<file path="config.mk">
export PLATFORM = sky130hd
export DESIGN_NAME = bsc_branch_skip_compare_unit
export DESIGN_NICKNAME = d
export VERILOG_FILES = /design/src/verilog/bsc_pkg.sv /design/src/verilog/bsc_cmp_flags.sv /design/src/verilog/bsc_branch_skip_compare_unit.sv
export SDC_FILE = /design/constraint.sdc
export NUM_CORES = 1
export LEC_CHECK = 0
export BUFFER_PORTS_ARGS = -buffer_cell sky130_fd_sc_hd__buf_2
export CORE_MARGIN = 5
export CORE_UTILIZATION = 50
export CTS_CLUSTER_SIZE = 30
export DETAILED_ROUTE_END_ITERATION = 16
export PLACE_DENSITY_LB_ADDON = 0.25
export SLEW_MARGIN = 30
export SYNTH_ARGS = -nofsm -noshare
export SYNTH_HDL_FRONTEND = slang
export SYNTH_HIERARCHICAL = 1
export SYNTH_SLANG_ARGS = --single-unit
</file>
<file path="constraint.sdc">
create_clock -name clk -period 4.4 [get_ports clk]
set_input_delay 0.88 -clock clk [delete_from_list [all_inputs] [get_ports clk]]
set_output_delay 0.88 -clock clk [all_outputs]
set_load 0.03 [all_outputs]
</file>
<file path="src/verilog/bsc_pkg.sv">
// Shared constants, opcodes, carriers and helpers of the branch/skip unit
package bsc_pkg;

  ////////////////////////////////////////////////////////////////////////////
  // Widths
  localparam int PC_W  = 16;              // Program counter width in words
  localparam int REL_W = 7;               // Relative branch offset width
  localparam int CNT_W = 3;               // Cycle counter width

  ////////////////////////////////////////////////////////////////////////////
  // Bit positions inside the core flag register
  localparam int FLAG_C = 0;              // Carry
  localparam int FLAG_Z = 1;              // Zero
  localparam int FLAG_N = 2;              // Negative
  localparam int FLAG_V = 3;              // Two's complement overflow
  localparam int FLAG_S = 4;              // Sign, N xor V
  localparam int FLAG_H = 5;              // Half carry
  localparam int FLAG_T = 6;              // Bit copy storage
  localparam int FLAG_I = 7;              // Global interrupt enable

  ////////////////////////////////////////////////////////////////////////////
  // Cycle counts per instruction class
  localparam logic [CNT_W-1:0] CYC_ONE        = 3'h1; // Sequential finish
  localparam logic [CNT_W-1:0] CYC_BR_TAKEN   = 3'h2; // Taken branch
  localparam logic [CNT_W-1:0] CYC_SKIP_SHORT = 3'h2; // Skip a one-word op
  localparam logic [CNT_W-1:0] CYC_SKIP_LONG  = 3'h3; // Skip a two-word op
  localparam logic [CNT_W-1:0] CYC_CALL       = 3'h3; // Indirect call
  localparam logic [CNT_W-1:0] CYC_RETURN     = 3'h4; // Both returns

  ////////////////////////////////////////////////////////////////////////////
  // Program counter steps
  localparam logic [PC_W-1:0] STEP_SEQ        = 16'h0001; // Next word
  localparam logic [PC_W-1:0] STEP_SKIP_SHORT = 16'h0002; // Over one word
  localparam logic [PC_W-1:0] STEP_SKIP_LONG  = 16'h0003; // Over two words

  // Reset values
  localparam logic [PC_W-1:0] PC_RST    = 16'h0000; // Held target at reset
  localparam logic [7:0]      FLAGS_RST = 8'h00;    // Flag output at reset

  ////////////////////////////////////////////////////////////////////////////
  // Operations handled by the unit
  typedef enum logic [4:0] {
    OP_NONE                     = 5'h00,
    OP_INDIRECT_CALL            = 5'h01,
    OP_SUBROUTINE_RETURN        = 5'h02,
    OP_INTERRUPT_RETURN         = 5'h03,
    OP_COMPARE_SKIP_EQUAL       = 5'h04,
    OP_REGISTER_COMPARE         = 5'h05,
    OP_COMPARE_WITH_CARRY       = 5'h06,
    OP_COMPARE_IMMEDIATE        = 5'h07,
    OP_SKIP_IF_REG_BIT_CLEAR    = 5'h08,
    OP_SKIP_IF_REG_BIT_SET      = 5'h09,
    OP_SKIP_IF_IO_BIT_CLEAR     = 5'h0a,
    OP_SKIP_IF_IO_BIT_SET       = 5'h0b,
    OP_BRANCH_IF_FLAG_SET       = 5'h0c,
    OP_BRANCH_IF_FLAG_CLEAR     = 5'h0d,
    OP_BRANCH_IF_EQUAL          = 5'h0e,
    OP_BRANCH_IF_NOT_EQUAL      = 5'h0f,
    OP_BRANCH_IF_CARRY_SET      = 5'h10,
    OP_BRANCH_IF_CARRY_CLEAR    = 5'h11,
    OP_BRANCH_IF_SAME_OR_HIGHER = 5'h12,
    OP_BRANCH_IF_LOWER          = 5'h13,
    OP_BRANCH_IF_MINUS          = 5'h14,
    OP_BRANCH_IF_PLUS           = 5'h15,
    OP_BRANCH_IF_SIGNED_GE      = 5'h16,
    OP_BRANCH_IF_SIGNED_LT      = 5'h17,
    OP_BRANCH_IF_HALF_CARRY_SET = 5'h18,
    OP_BRANCH_IF_HALF_CARRY_CLR = 5'h19,
    OP_BRANCH_IF_TBIT_SET       = 5'h1a,
    OP_BRANCH_IF_TBIT_CLEAR     = 5'h1b,
    OP_BRANCH_IF_OVERFLOW_SET   = 5'h1c,
    OP_BRANCH_IF_OVERFLOW_CLEAR = 5'h1d,
    OP_BRANCH_IF_IRQ_ENABLED    = 5'h1e
  } bsc_op_t;

  // Sequencer states, Gray along idle to busy
  typedef enum logic [1:0] {
    ST_IDLE = 2'h0,                       // Ready for an instruction
    ST_BUSY = 2'h1                        // Counting out extra cycles
  } bsc_state_t;

  // Decoded instruction from the fetch stage
  typedef struct packed {
    bsc_op_t               op;            // Operation
    logic [2:0]            sel;           // Bit or flag index
    logic signed [REL_W-1:0] rel;         // Relative branch offset k
  } bsc_inst_t;

  // Result handed back to the core
  typedef struct packed {
    logic            done;                // Instruction complete pulse
    logic            pcLoad;              // Load pc from pc field
    logic [PC_W-1:0] pc;                  // Next program counter
    logic            flagsWe;             // Write flags field
    logic [7:0]      flags;               // New flag register value
    logic            push;                // Push return address pulse
    logic [PC_W-1:0] pushData;            // Return address to push
    logic            pop;                 // Pop return address pulse
  } bsc_result_t;

  ////////////////////////////////////////////////////////////////////////////
  // Add a step to a program counter, wrapping in PC_W bits
  function automatic logic [PC_W-1:0] pcAdd(input logic [PC_W-1:0] pc,
                                            input logic [PC_W-1:0] step);
    pcAdd = PC_W'(pc + step);
  endfunction : pcAdd

  // Condition of every flag-based branch
  function automatic logic branchCond(input bsc_op_t    op,
                                      input logic [7:0] f,
                                      input logic [2:0] sel);
    case (op)
      OP_BRANCH_IF_FLAG_SET:       branchCond = f[sel];
      OP_BRANCH_IF_FLAG_CLEAR:     branchCond = ~f[sel];
      OP_BRANCH_IF_EQUAL:          branchCond = f[FLAG_Z];
      OP_BRANCH_IF_NOT_EQUAL:      branchCond = ~f[FLAG_Z];
      OP_BRANCH_IF_CARRY_SET,
      OP_BRANCH_IF_LOWER:          branchCond = f[FLAG_C];
      OP_BRANCH_IF_CARRY_CLEAR,
      OP_BRANCH_IF_SAME_OR_HIGHER: branchCond = ~f[FLAG_C];
      OP_BRANCH_IF_MINUS:          branchCond = f[FLAG_N];
      OP_BRANCH_IF_PLUS:           branchCond = ~f[FLAG_N];
      OP_BRANCH_IF_SIGNED_GE:      branchCond = ~(f[FLAG_N] ^ f[FLAG_V]);
      OP_BRANCH_IF_SIGNED_LT:      branchCond = f[FLAG_N] ^ f[FLAG_V];
      OP_BRANCH_IF_HALF_CARRY_SET: branchCond = f[FLAG_H];
      OP_BRANCH_IF_HALF_CARRY_CLR: branchCond = ~f[FLAG_H];
      OP_BRANCH_IF_TBIT_SET:       branchCond = f[FLAG_T];
      OP_BRANCH_IF_TBIT_CLEAR:     branchCond = ~f[FLAG_T];
      OP_BRANCH_IF_OVERFLOW_SET:   branchCond = f[FLAG_V];
      OP_BRANCH_IF_OVERFLOW_CLEAR: branchCond = ~f[FLAG_V];
      OP_BRANCH_IF_IRQ_ENABLED:    branchCond = f[FLAG_I];
      default:                     branchCond = 1'b0;
    endcase
  endfunction : branchCond

endpackage : bsc_pkg

</file>
<file path="src/verilog/bsc_cmp_flags.sv">
// Flag generator for the three compare operations
module bsc_cmp_flags
  import bsc_pkg::*;
(
  input  wire logic [7:0] opA,            // Minuend, register d
  input  wire logic [7:0] opB,            // Subtrahend, register r or K
  input  wire logic       useCarry,       // Also subtract carry in
  input  wire logic [7:0] flagsIn,        // Current flag register
  output logic      [7:0] flagsOut        // Flag register after compare
);

  logic [7:0] diff;                       // Discarded difference
  logic       cIn;                        // Carry taken into subtraction

  ////////////////////////////////////////////////////////////////////////////
  // Subtract without storing, then derive the five arithmetic flags
  always_comb begin
    cIn  = useCarry & flagsIn[FLAG_C];
    diff = 8'(opA - opB - {7'h00, cIn});
    flagsOut = flagsIn;
    // Borrow out of bit 7
    flagsOut[FLAG_C] = (~opA[7] & opB[7]) | (opB[7] & diff[7]) |
                       (diff[7] & ~opA[7]);
    // Borrow out of bit 3
    flagsOut[FLAG_H] = (~opA[3] & opB[3]) | (opB[3] & diff[3]) |
                       (diff[3] & ~opA[3]);
    flagsOut[FLAG_N] = diff[7];
    flagsOut[FLAG_V] = (opA[7] & ~opB[7] & ~diff[7]) |
                       (~opA[7] & opB[7] & diff[7]);
    // Carry variant keeps zero only across a chain of zero bytes
    if (useCarry) begin
      flagsOut[FLAG_Z] = (diff == 8'h00) & flagsIn[FLAG_Z];
    end else begin
      flagsOut[FLAG_Z] = (diff == 8'h00);
    end
  end

endmodule : bsc_cmp_flags

</file>
<file path="src/verilog/bsc_branch_skip_compare_unit.sv">
// Control-flow unit: calls, returns, compares, skips and flag branches
//
// Notes on behaviour
// - Indirect call jumps to Z, 3 cycles
// - Equal registers skip next, 1/2/3 cycles
// - Compares subtract unstored, set Z N V C H
// - Register bit clear skips next instruction
// - Register bit set skips, flags untouched
// - I/O bit clear skips next instruction
// - I/O bit set skips, flags untouched
// - Selected flag set branches pc+k+1
// - Selected flag clear branches pc+k+1
// - Zero set branches, 1 or 2 cycles
// - Zero clear branches, 1 or 2 cycles
// - Carry set or lower branches
// - Carry clear or same/higher branches
// - Negative set or clear branches
// - N xor V zero branches
// - N xor V one branches
// - Half carry set or clear branches
// - T flag set or clear branches
// - Overflow set or clear branches
// - Interrupt enable set branches, flags kept
//
// Offers made while busy are dropped silently.
// Z is taken at the offer, the stack word at the end.
// Every op loads pc, a plain step included.
// Compare flags are formed every cycle, written by compares.
// Interrupt return writes only the interrupt enable, on the last cycle.
// Skip length comes from the size of the next op.
// A low ce stretches every count by the frozen cycles.

module bsc_branch_skip_compare_unit
  import bsc_pkg::*;
(
  input  wire logic            clk,        // Core clock, 125 MHz
  input  wire logic            sys_rst,    // Synchronous reset, high
  input  wire logic            ce,         // Clock enable, freezes state
  input  wire logic            instValid,  // Instruction offered
  input  wire bsc_inst_t       inst,       // Decoded instruction
  input  wire logic [7:0]      opA,        // Register d, or tested reg
  input  wire logic [7:0]      opB,        // Register r or immediate K
  input  wire logic [7:0]      ioByte,     // Addressed I/O register
  input  wire logic [7:0]      flagsIn,    // Core flag register
  input  wire logic [PC_W-1:0] zPtr,       // Z pointer pair
  input  wire logic [PC_W-1:0] pcIn,       // Address of this instruction
  input  wire logic            nextIsLong, // Following op is two words
  input  wire logic [PC_W-1:0] stackPc,    // Popped return address
  output logic                 busy,       // Unit busy, refuses offers
  output bsc_result_t          result      // Registered result
);

  ////////////////////////////////////////////////////////////////////////////
  // State
  // Position and cycles still to run
  bsc_state_t        state_ff;             // Sequencer state
  bsc_state_t        nxt_state;            // Next sequencer state
  logic [CNT_W-1:0]  count_ff;             // Cycles left incl. last
  logic [CNT_W-1:0]  nxt_count;            // Next cycle count

  // Target and its source, kept over the busy cycles
  logic [PC_W-1:0]   target_ff;            // Held pc target
  logic [PC_W-1:0]   nxt_target;           // Next held target
  logic              fromStack_ff;         // Target comes from stack
  logic              nxt_fromStack;        // Next stack select
  logic              setIrq_ff;            // Return re-enables irqs
  logic              nxt_setIrq;           // Next irq re-enable

  // Output flops
  logic              busy_ff;              // Busy output flop
  logic              nxt_busy;             // Next busy
  bsc_result_t       result_ff;            // Result output flop
  bsc_result_t       nxt_result;           // Next result

  ////////////////////////////////////////////////////////////////////////////
  // Decode helpers
  logic              accept;               // Instruction taken now
  logic              isCompare;            // One of the three compares
  logic              useCarry;             // Carry variant of compare
  logic [7:0]        cmpFlags;             // Flags after compare

  // Conditions of the offered op
  logic              skipTaken;            // Skip condition holds
  logic              brTaken;              // Branch condition holds

  // Offsets and step sizes
  logic [PC_W-1:0]   relExt;               // Sign-extended offset
  logic [PC_W-1:0]   skipStep;             // Words to skip over
  logic [CNT_W-1:0]  skipCycles;           // Cycles of a taken skip

  // Resolved cost and destination
  logic [CNT_W-1:0]  cycles;               // Total cycles of this op
  logic [PC_W-1:0]   target;               // Resolved pc target

  ////////////////////////////////////////////////////////////////////////////
  // Compare flag generator
  // Pure logic, no state of its own
  bsc_cmp_flags u_cmp (
    .opA      (opA),
    .opB      (opB),
    .useCarry (useCarry),
    .flagsIn  (flagsIn),
    .flagsOut (cmpFlags)
  );

  ////////////////////////////////////////////////////////////////////////////
  // Operand decode and condition evaluation
  always_comb begin
    // Busy offers are ignored, no retry
    accept    = instValid & (state_ff == ST_IDLE);
    isCompare = (inst.op == OP_REGISTER_COMPARE) |
                (inst.op == OP_COMPARE_WITH_CARRY) |
                (inst.op == OP_COMPARE_IMMEDIATE);
    useCarry  = (inst.op == OP_COMPARE_WITH_CARRY);
    relExt    = PC_W'(signed'(inst.rel));
    // Skip length follows the size of the skipped instruction
    skipStep   = nextIsLong ? STEP_SKIP_LONG : STEP_SKIP_SHORT;
    skipCycles = nextIsLong ? CYC_SKIP_LONG : CYC_SKIP_SHORT;

    // Condition of each skip op
    case (inst.op)
      OP_COMPARE_SKIP_EQUAL:    skipTaken = (opA == opB);
      OP_SKIP_IF_REG_BIT_CLEAR: skipTaken = ~opA[inst.sel];
      OP_SKIP_IF_REG_BIT_SET:   skipTaken = opA[inst.sel];
      OP_SKIP_IF_IO_BIT_CLEAR:  skipTaken = ~ioByte[inst.sel];
      OP_SKIP_IF_IO_BIT_SET:    skipTaken = ioByte[inst.sel];
      default:                  skipTaken = 1'b0;
    endcase

    brTaken = branchCond(inst.op, flagsIn, inst.sel);
  end

  ////////////////////////////////////////////////////////////////////////////
  // Cycle count and target of the offered instruction
  always_comb begin
    // One cycle to the next word unless changed below
    cycles = CYC_ONE;
    target = pcAdd(pcIn, STEP_SEQ);

    case (inst.op)
      OP_INDIRECT_CALL: begin
        cycles = CYC_CALL;
        target = zPtr;
      end

      OP_SUBROUTINE_RETURN,
      OP_INTERRUPT_RETURN: begin
        cycles = CYC_RETURN;
        target = stackPc;
      end

      OP_COMPARE_SKIP_EQUAL,
      OP_SKIP_IF_REG_BIT_CLEAR,
      OP_SKIP_IF_REG_BIT_SET,
      OP_SKIP_IF_IO_BIT_CLEAR,
      OP_SKIP_IF_IO_BIT_SET: begin
        if (skipTaken) begin
          cycles = skipCycles;
          target = pcAdd(pcIn, skipStep);
        end
      end

      OP_REGISTER_COMPARE,
      OP_COMPARE_WITH_CARRY,
      OP_COMPARE_IMMEDIATE: begin
        cycles = CYC_ONE;
      end

      // Flag branches; other ops fall through as a step
      default: begin
        if (brTaken) begin
          cycles = CYC_BR_TAKEN;
          target = pcAdd(pcAdd(pcIn, relExt), STEP_SEQ);
        end
      end
    endcase
  end

  ////////////////////////////////////////////////////////////////////////////
  // Sequencer next state and result
  always_comb begin
    nxt_state     = state_ff;
    nxt_count     = count_ff;
    nxt_target    = target_ff;
    nxt_fromStack = fromStack_ff;
    nxt_setIrq    = setIrq_ff;
    nxt_busy      = busy_ff;

    // Pulses drop each cycle, levels hold
    nxt_result          = result_ff;
    nxt_result.done     = 1'b0;
    nxt_result.pcLoad   = 1'b0;
    nxt_result.flagsWe  = 1'b0;
    nxt_result.push     = 1'b0;
    nxt_result.pop      = 1'b0;

    case (state_ff)
      ST_IDLE: begin
        if (accept) begin
          nxt_target    = target;
          nxt_fromStack = (inst.op == OP_SUBROUTINE_RETURN) |
                          (inst.op == OP_INTERRUPT_RETURN);
          nxt_setIrq    = (inst.op == OP_INTERRUPT_RETURN);

          if (inst.op == OP_INDIRECT_CALL) begin
            nxt_result.push     = 1'b1;
            nxt_result.pushData = pcAdd(pcIn, STEP_SEQ);
          end

          if (nxt_fromStack) begin
            nxt_result.pop = 1'b1;
          end

          if (cycles == CYC_ONE) begin
            // Single-cycle finish on the next edge
            nxt_result.done    = 1'b1;
            nxt_result.pcLoad  = 1'b1;
            nxt_result.pc      = target;
            nxt_result.flagsWe = isCompare;
            nxt_result.flags   = isCompare ? cmpFlags : flagsIn;
          end else begin
            // Multi-cycle, count out the remainder
            nxt_state = ST_BUSY;
            nxt_busy  = 1'b1;
            nxt_count = CNT_W'(cycles - CYC_ONE);
          end
        end
      end

      // Count down, finish when one is left
      ST_BUSY: begin
        nxt_count = CNT_W'(count_ff - CYC_ONE);
        if (count_ff == CYC_ONE) begin
          nxt_state         = ST_IDLE;
          nxt_busy          = 1'b0;
          nxt_result.done   = 1'b1;
          nxt_result.pcLoad = 1'b1;
          nxt_result.pc     = fromStack_ff ? stackPc : target_ff;
          nxt_result.flagsWe = setIrq_ff;
          nxt_result.flags   = flagsIn | (8'h01 << FLAG_I);
        end
      end

      // Unused encodings fall back to idle
      default: begin
        nxt_state = ST_IDLE;
        nxt_busy  = 1'b0;
      end
    endcase
  end

  ////////////////////////////////////////////////////////////////////////////
  // Registers, frozen while ce is low
  always_ff @(posedge clk) begin
    // Reset wins over a low ce
    if (sys_rst) begin
      state_ff     <= ST_IDLE;
      count_ff     <= '0;
      target_ff    <= PC_RST;
      fromStack_ff <= 1'b0;
      setIrq_ff    <= 1'b0;
      busy_ff      <= 1'b0;
      result_ff    <= '{done: 1'b0, pcLoad: 1'b0, pc: PC_RST,
                        flagsWe: 1'b0, flags: FLAGS_RST, push: 1'b0,
                        pushData: PC_RST, pop: 1'b0};
    end else if (ce) begin
      // Advance only while enabled
      state_ff     <= nxt_state;
      count_ff     <= nxt_count;
      target_ff    <= nxt_target;
      fromStack_ff <= nxt_fromStack;
      setIrq_ff    <= nxt_setIrq;
      busy_ff      <= nxt_busy;
      result_ff    <= nxt_result;
    end
  end

  ////////////////////////////////////////////////////////////////////////////
  // Outputs straight from flops
  // Nothing between flop and port
  assign busy   = busy_ff;
  assign result = result_ff;

endmodule : bsc_branch_skip_compare_unit

</file>
==> results.md, run 1 <==
- Share of cells above drive strength 1: 23.7%
- Initial antenna violation count: 0
- Pre-Repair DR Iteration Count: 6
- NumNets Final: 1,058
- CP startpoint kind: input port
- Power Density: 289 nW/um^2
- Vias per inst: 6.18
- Hold Crit Depth: 2
- Die height: 120 um
- CP peak stage delay: 510 ps
- FF-to-FF path depth: 4
- Clock transition at the registers of the reported paths: 60 ps
- Net Sw Frac: 35.2%
- Crit path time final: 3790 ps
- Post-synth ARST share: 0%
- First-pass GRT wire length: 31.3 mm
- Crit path cell chain: buf_2 -> mux4_2 -> mux2i_1 -> mux2i_1 -> or2_1 -> nor2_1 -> o21ai_1 -> inv_1 -> ha_1 -> nor3b_1 -> nand2_1 -> o21ai_1 -> a221oi_1 -> nor3_1
- Hold-critical path endpoint: target_ff[6]
- Reg2reg end: result[19]
- H-tree Lvls: 3
- TritonCTS clock tree: built
- Number of enable flip-flop cells after synthesis: 0
- Clk Latency, worst-skew pair: 340 ps
- Clock share of power: 35.6%
- Antenna Nets Post-Route: 0
- FILL cells: 1,108
- # rows: 40
- Number of CTS-inserted buffers: 9
- Clock sinks: 66
- CTS Hold Bufs: 0
- Post-Syn Area per Cell: 7.61 um^2
- Logic gate share of total power: 33.1%
- Post-route insts no fill: 1,071
- # DRC: 0
- IO Count: 146
- Worst Tran Pin Value: 1000 ps
- Critical path class: in2reg
- Max-cap violation count: 0
- Register Area: 1320 um^2
- Die ar.: 14,400 um^2
- Clock Skews: 11.2 ps
- Max Slew Vio Count: 0
- Synth Instances: 795
- Reg-to-reg startpoint: busy
- Reg2Reg Setup Slack: 2280 ps
- Setup repair bufs after CTS: 0
- Largest net degree at the start of global routing: 53
- Fin Setup TNS: 0 ps
- Gpl congestion: 0.911
- Ys Warns: 6
- Die width: 120 um
- Detailed placement HPWL: 15.6 mm
- Status: finished clean
- Leakage power: 3.05 nW
- CP max-delay cell: mux4_2
- Clk buf depth: 2
- Total track usage: 26.8%
- Initial core utilization: 50.6%
- Hold path startpoint: target_ff[6]
- Internal power: 1.35 mW
- Distinct cells, synth: 72
- Detailed-route wire length: 19.7 mm
- Vias in the first global route: 6,176
- I/O Buffers: 145
- Footprint of the multi-input gates: 4350 um^2
- Yosys reg bits: 66
- Crit path capture type: register
- Sequential Power Share: 31.2%
- Setup violators final: 0
- DRT iter0 DRCs: 825
- Via count: 6,618
- Post-CTS Resized: 0
- Unrepaired setup endpoints after global routing: no
- Max VDD drop: 0.210 mV
- HP Class: reg2reg
- Gr ovfl total: 0
- Core box area: 12,000 um^2
- WL per Instance: 18.4 um
- Fin crit share: 86.1%
- Diodes inserted: 0
- Syn Nets: 934
- Root Driver: clkbuf_16
- Dpl cells: 1,055
- Worst EP required: 4670 ps
- Area grow syn2layout: 19.4%
- Ys flop type: dfxtp_1
- Final Hold Fails: 0
- Psw: 0.736 mW
- Fmax: 0.264 GHz
- Worst path arrival time: 4060 ps
- Final Worst Setup Slack: 610 ps
- Crit path max fanout: 7
- Place WS: 300 ps
- Seq/Total Area, Yosys: 21.8%
- Mapped Area: 6050 um^2
- Slew margin rel.: 33.2%
## worst max path at each step
stage,from,endpoint,slack (ps),cells after the start
2_1_floorplan,inst[9],result[31],80,14
3_3_place_gp,inst[14],result[21],350,13
3_5_place_dp,inst[14],result[21],300,13
4_1_cts,inst[8],result[37],640,15
5_1_grt,inst[8],result[20],280,14
6_report,inst[8],result[19],610,14
## cells in the final DEF (no fill, tap or decap), types with 5 or more instances in the layout
| cell | count |
|---|---|
| nand2b_1 | 7 |
| or2_2 | 7 |
| o21a_1 | 5 |
| clkbuf_16 | 9 |
| and3_1 | 6 |
| a31oi_1 | 11 |
| buf_4 | 27 |
| and2_1 | 5 |
| inv_1 | 36 |
| nor2_1 | 89 |
| nor3b_1 | 6 |
| a21o_1 | 5 |
| or3_1 | 6 |
| xnor2_1 | 23 |
| o21ai_0 | 53 |
| nor2b_1 | 7 |
| nand3_1 | 25 |
| nor4_1 | 12 |
| a21oi_1 | 44 |
| xor2_1 | 26 |
| ha_1 | 36 |
| a22oi_1 | 6 |
| buf_2 | 145 |
| dfxtp_1 | 66 |
| nand2_1 | 59 |
| mux2i_1 | 29 |
| o31ai_1 | 6 |
| o211ai_1 | 10 |
| nand4_1 | 8 |
| a221oi_1 | 15 |
| a211oi_1 | 26 |
| nor3_1 | 26 |
| mux4_2 | 6 |
## per-layer routing
layer  GRT usage, %  share of wire [%]  vias to the layer above  wire length [um]
met3           6.17                9.9                       49              1960
met4           8.66                3.0                        0               586
met5              0                  0                        -                 0
met2           42.2                 44                      352              8740
li1               -                  -                     3176                 -
met1           36.2                 43                     3041              8430
## worst max-delay path: cells and delay by family
kind	cells	cell delay, ps
buffers and inverters	2	250
adder cells (fa/ha/maj)	1	140
multiplexers	3	880
AND/OR/NAND/NOR	5	1180
AO/OA/AOI/OAI	3	730
## logic make-up (layout without fill, tap and decap cells)
logic type                 after synthesis  count (layout)  synth area share, %
and+or+nand+nor                        276             276                 22.0
AOI/OAI and AO/OA                      230             230                 26.2
buffers and inverters                   95             224                 6.45
DFF                                     66              66                 21.8
xor gates and xnor gates                49              49                 7.09
muxes                                   40              40                 8.02
adders and majority gates               39              39                 8.43
## synth_stat cells (7+ instances only)
library cell	count	area (um^2)
mux2i_1	29	290
nor3_1	26	130
a221oi_1	15	131
clkbuf_1	46	173
o21ai_0	53	265
or2_2	7	43.8
nor2_1	89	334
a211oi_1	26	195
a31oi_1	11	68.8
dfxtp_1	66	1320
nand2b_1	7	43.8
o211ai_1	10	75.1
inv_1	36	135
nand3_1	25	125
nand2_1	59	221
xnor2_1	23	201
nor4_1	12	75.1
ha_1	36	450
nor2b_1	7	43.8
xor2_1	26	228
nand4_1	8	50.1
a21oi_1	44	220
## flip-flops by register name (all words and copies together), names as in the netlist
name and count:
result 44, busy 1, target_ff 16, fromStack_ff 1, setIrq_ff 1, count_ff 3
## area by class of cell
| class | instances | share of cell area (%) |
|---|---|---|
| multi-input cells | 634 | 60.2 |
| flip-flops and latches | 66 | 18.3 |
| repair buffers | 172 | 12.8 |
| clock buffers | 9 | 3.12 |
| well taps | 147 | 2.55 |
| inverters | 36 | 1.87 |
| clock inverters | 7 | 1.16 |
## through the flow
step           power [mW]  hold slack (ps)  utilization (%)  cell area [um^2]
2_1_floorplan        1.13              432                -              6050
3_3_place_gp         1.34              442             57.8              6920
3_5_place_dp         1.35              446             57.8              6920
4_1_cts              2.08              454             60.4              7230
5_1_grt              2.19              475             60.4              7230
6_report             2.09              452             60.4              7230
## power groups by stage
stage | registers (mW) | clock network [mW] | logic [mW]
6_report | 0.653 | 0.745 | 0.693
5_1_grt | 0.656 | 0.775 | 0.760
4_1_cts | 0.653 | 0.745 | 0.687
3_5_place_dp | 0.666 | 0 | 0.683
3_3_place_gp | 0.666 | 0 | 0.676
2_1_floorplan | 0.696 | 0 | 0.430
Power figures use the tool's default switching activity.
==> run 2: changes to the inputs <==
- CELL_PAD_IN_SITES_DETAIL_PLACEMENT: unset -> 1
- CELL_PAD_IN_SITES_GLOBAL_PLACEMENT: unset -> 1
- CORE_ASPECT_RATIO: unset -> 0.8
- CORE_UTILIZATION: 50 -> 36
==> run 2 against run 1 <==
Against the previous run:
- sequential cell count stayed put
- clock skew is 4.6 ps lower
- cell area up 2.0%
- final cell count up 6.9%
- core utilization down 16 points
- sequential share of layout area down 0.37 points
- clock power grew 14%
- routed wire length increased by 19%
- critical path type unchanged
- largest power group unchanged
- highest routed layer is now met5
==> results.md, run 2 (synthesized netlist as in run 1, its figures left out) <==
- Vias in the first global route: 6,609
- Clock sinks: 66
- Share of cells above drive strength 1: 23.9%
- TritonCTS clock tree: built
- Clk buf depth: 2
- Crit path max-delay family: multiplexers
- CP peak stage delay: 510 ps
- # DRC: 0
- Gr ovfl total: 0
- Setup violators final: 0
- Largest net degree at the start of global routing: 52
- CP startpoint kind: input port
- DRT iter0 DRCs: 385
- # rows: 42
- Setup repair bufs after CTS: 0
- I/O Buffers: 145
- Worst Tran Pin Value: 832 ps
- Worst EP required: 4630 ps
- Commonest non-fill, non-tap cell in the layout: buf_2
- Status: finished clean
- Hold Crit Depth: 2
- H-tree Lvls: 3
- Leakage power: 3.08 nW
- Most frequent cells in the layout: buf_2, nor2_1, dfxtp_1
- Overall power: 2.22 mW
- Area grow syn2layout: 21.8%
- Fmax: 0.253 GHz
- Initial antenna violation count: 1
- Fin Setup TNS: 0 ps
- Crit path time final: 3960 ps
- Clock transition at the registers of the reported paths: 60 ps
- FF-to-FF path depth: 6
- Number of CTS-inserted buffers: 9
- Crit path max fanout: 12
- First-pass GRT wire length: 36.5 mm
- Final Hold Fails: 0
- Die width: 155 um
- Root Driver: clkbuf_16
- Detailed placement HPWL: 18.6 mm
- IO Count: 146
- Cell count along the critical path: 15
- Crit path capture type: register
- Die height: 126 um
- Post-CTS Resized: 0
- Total track usage: 23.4%
- Core box area: 16,600 um^2
- CP max-delay cell: mux4_2
- Critical path class: in2reg
- Dpl cells: 1,129
- Diodes inserted: 0
- Max reg flops: 44
- Clock Skews: 6.52 ps
- Pre-Repair DR Iteration Count: 6
- NumNets Final: 1,059
- Max-cap violation count: 0
- Detailed-route wire length: 23.5 mm
- Die ar.: 19,500 um^2
- Fin crit share: 90.0%
- Crit path cell chain: buf_2 -> mux4_2 -> mux2i_1 -> mux2i_1 -> or2_1 -> nor2_1 -> o21ai_1 -> inv_1 -> ha_1 -> nor3b_1 -> o221a_2 -> buf_4 -> o21ai_0 -> a31oi_1 -> nor2_1
- Unrepaired setup endpoints after global routing: no
- Antenna Nets Post-Route: 0
- CTS Hold Bufs: 0
- FILL cells: 2,093
- Max Slew Vio Count: 0
- Max VDD drop: 0.195 mV
- Initial core utilization: 36.6%
- Clk Latency, worst-skew pair: 340 ps
- Via count: 6,605
- Worst path arrival time: 4190 ps
- WL per Instance: 20.5 um
- Worst Path Buf+Inv: 3
- Slew margin rel.: 44.1%
- Power Density: 301 nW/um^2
- HP Class: reg2reg
- Vias per inst: 5.77
- Post-route insts no fill: 1,145
- Gpl congestion: 0.881
==> run 2: area by class of cell <==
type / count / area [um^2] / area share (%)
Tap cell: 220 / 275 / 3.73
Clock buffer: 10 / 239 / 3.24
Multi-Input combinational cell: 634 / 4350 / 59.1
Timing Repair Buffer: 173 / 936 / 12.7
Sequential cell: 66 / 1320 / 17.9
Clock inverter: 6 / 113 / 1.53
Inverter: 36 / 135 / 1.83
==> run 2: per-stage QoR <==
step	area, um^2	hold WS [ps]	setup slack (ps)	util [%]
floorplan	6050	432	77.7	-
global placement	7020	445	160	42.4
detailed placement	7020	446	131	42.4
CTS	7370	455	481	44.5
global route	7370	477	125	44.5
finish	7370	453	440	44.5
==> run 2: power breakdown <==
group	total [mW]	leakage (nW)	internal, mW	switching (mW)
Sequential	0.651	0.537	0.631	0.0205
Clock	0.853	0.173	0.571	0.282
Combinational	0.717	2.37	0.275	0.442
Total	2.22	3.08	1.48	0.745
==> run 2: worst register-to-register path, stage by stage (launching register included) <==
cell and delay [ps]:
dfxtp_1 610, and3_1 460, o221a_2 430, buf_4 230
o21ai_0 120, a31oi_1 180, nor2_1 60
==> run 2: final timing paths <==
path         slack (ps)    endpoint  startpoint
max                 440  result[38]     inst[8]
max reg2reg        2210  result[38]        busy
min reg2reg         450   result[0]   result[0]
min                 450   result[0]   result[0]
==> run 2: metal layers <==
layer | routed length (um) | global-route usage (%)
met1 | 11100 | 33.1
met2 | 10500 | 37.3
met3 | 1520 | 4.29
met4 | 298 | 4.62
met5 | 13 | 0
==> run 3: changes to the inputs <==
- ABC_AREA: unset -> 1
- CORE_UTILIZATION: 36 -> 34
==> run 3 against run 2 <==
Against the previous run:
- synthesized cell count up 42%
- worst hold slack gained 13 ps
- clock power is 5.6% lower
- cell area increased by 8.0%
- largest cell class unchanged
==> results.md, run 3 <==
- Synth Instances: 1,130
- Pre-Repair DR Iteration Count: 5
- Number of CTS-inserted buffers: 9
- Ys Warns: 6
- Detailed placement HPWL: 21.9 mm
- Hold Crit Depth: 2
- Xor/xnor share of the synthesized area: 4.43%
- Antenna Nets Post-Route: 0
- CP most frequent cell: nand2_1
- Most common cell in the synthesized netlist: nand2_1
- CP max-delay cell: clkinv_1
- Detailed-route wire length: 27.1 mm
- Vias in the first global route: 7,669
- Share of cells above drive strength 1: 17.8%
- Fin Setup TNS: 0 ps
- Top cells by area, synth: dfxtp_1, nand2_1, inv_1
- Vias per inst: 5.11
- Root Driver: clkbuf_16
- Crit path max-delay family: buffers and inverters
- DRT iter0 DRCs: 518
- Clk Latency, worst-skew pair: 340 ps
- Compound-Gate Fraction of Synth Area: 19.7%
- Clk buf depth: 2
- NumNets Final: 1,395
- Gpl congestion: 0.924
- Crit path time final: 3600 ps
- Post-Synth Adder-Cell Area: 7.60%
- Final Hold Fails: 0
- Initial antenna violation count: 2
- Status: finished clean
- Setup violators final: 0
- Hold slack final: 466 ps
- Commonest non-fill, non-tap cell in the layout: nand2_1
- Crit path cell chain: buf_2 -> inv_2 -> nand2_1 -> nand2_1 -> nand2_1 -> nand3_1 -> nand3_1 -> nand2_2 -> nor2_8 -> buf_4 -> nand3_4 -> nand3_1 -> nand2_1 -> inv_1 -> ha_1 -> nand3_2 -> a21oi_2 -> clkinv_1 -> a21oi_1 -> a21oi_1
- IO Count: 146
- Worst EP required: 4620 ps
- Crit path capture type: register
- Clock transition at the registers of the reported paths: 60 ps
- Synth area leader: dfxtp_1
- Setup repair bufs after CTS: 0
- # DRC: 0
- Worst Tran Pin Value: 893 ps
- Unrepaired setup endpoints after global routing: no
- Final Worst Setup Slack: 797 ps
- Power Density: 287 nW/um^2
- Worst Path Buf+Inv: 5
- CP startpoint kind: input port
- Via count: 7,808
- Finished Cell Area: 7960 um^2
- WL per Instance: 17.8 um
- Place WS: 448 ps
- Worst path arrival time: 3820 ps
- Die ar.: 22,700 um^2
- FF-to-FF path depth: 7
- Slew margin rel.: 40.4%
- Overall power: 2.29 mW
- Post-Syn Area per Cell: 5.94 um^2
- Synth cell count leaders: nand2_1, inv_1, a21oi_1
- Fmax: 0.278 GHz
- Max reg flops: 44
- Die width: 167 um
- Seq/Total Area, Yosys: 19.7%
- Yosys reg bits: 66
- Cell count along the critical path: 20
- Critical path class: in2reg
- Placed cell area: 7640 um^2
- Max VDD drop: 0.160 mV
- Gr ovfl total: 0
- H-tree Lvls: 3
- TritonCTS clock tree: built
- First-pass GRT wire length: 42.5 mm
- Clock sinks: 66
- Number of enable flip-flop cells after synthesis: 0
- Total track usage: 23.4%
- # rows: 46
- Max-cap violation count: 0
- Largest family of logic cells by synthesized area: simple AND/OR/NAND/NOR gates
- Post-CTS Resized: 0
- CP peak stage delay: 490 ps
- Ys flop type: dfxtp_1
- Distinct cells, synth: 49
- Most frequent cells in the layout: nand2_1, inv_1, buf_2
- Clock Skews: 8.75 ps
- Post-synth ARST share: 0%
- Register Area: 1320 um^2
- Die height: 136 um
- Crit path max fanout: 17
- Largest net degree at the start of global routing: 34
- FILL cells: 2,723
- Multiplexer share of the synthesized area: 0%
- Leakage power: 4.24 nW
- Fin crit share: 81.9%
- HP Class: reg2reg
- Syn Nets: 1,269
- I/O Buffers: 145
- Top-area cell type share of the netlist area: 19.7%
- Post-Synth Simple-Gate Area: 35.1%
- Area grow syn2layout: 18.5%
- Mapped Area: 6720 um^2
- Initial core utilization: 34.2%
- Max Slew Vio Count: 0
- CTS Hold Bufs: 0
- Footprint of the multi-input gates: 4490 um^2
- Core box area: 19,600 um^2
## run 3: path summary, 6_finish.rpt
path                    from         end  slack (ps)
hold reg to reg   result[17]  result[17]         470
setup / recovery     inst[7]  result[34]         800
hold / removal    result[17]  result[17]         470
setup reg to reg        busy  result[13]        2010
## run 3: logic make-up after synthesis
kind of cell,count (synthesis)
simple gates,529
compound gates,241
buf+inv,221
flops,66
fa+ha+maj,39
xor+xnor,34
## run 3: metrics by stage
step                instances  utilization, %
floorplan                1130               -
global placement         1509            38.9
detailed placement       1509            38.9
CTS                      1525            40.5
global route             1528            40.6
finish                   1528            40.6
## run 3: tightest hold or removal path, stage by stage (launching register included)
cell	delay (ps)
dfxtp_1	310
nand2_1	60
a21oi_1	60
## run 3: report_power, final
| part | internal, mW | switching, mW | leakage [nW] |
|---|---|---|---|
| clock | 0.498 | 0.307 | 0.149 |
| sequential | 0.633 | 0.0213 | 0.538 |
| combinational | 0.266 | 0.561 | 3.56 |
## run 3: metal layers
metal	share of wire, %	GRT usage [%]	up-vias
met5	0	0	-
li1	-	-	3916
met4	0.48	3.33	0
met1	51	36.2	3679
met2	42	35.1	200
met3	5.8	3.56	13
## run 3: layout make-up
type | instances | share of cell area, %
multi-input combinational | 843 | 56.4
clock buffer | 10 | 2.88
inverter | 178 | 8.41
timing repair buffer | 158 | 10.3
clock inverter | 6 | 1.12
sequential | 66 | 16.6
antenna | 3 | 0.0943
tap | 264 | 4.15
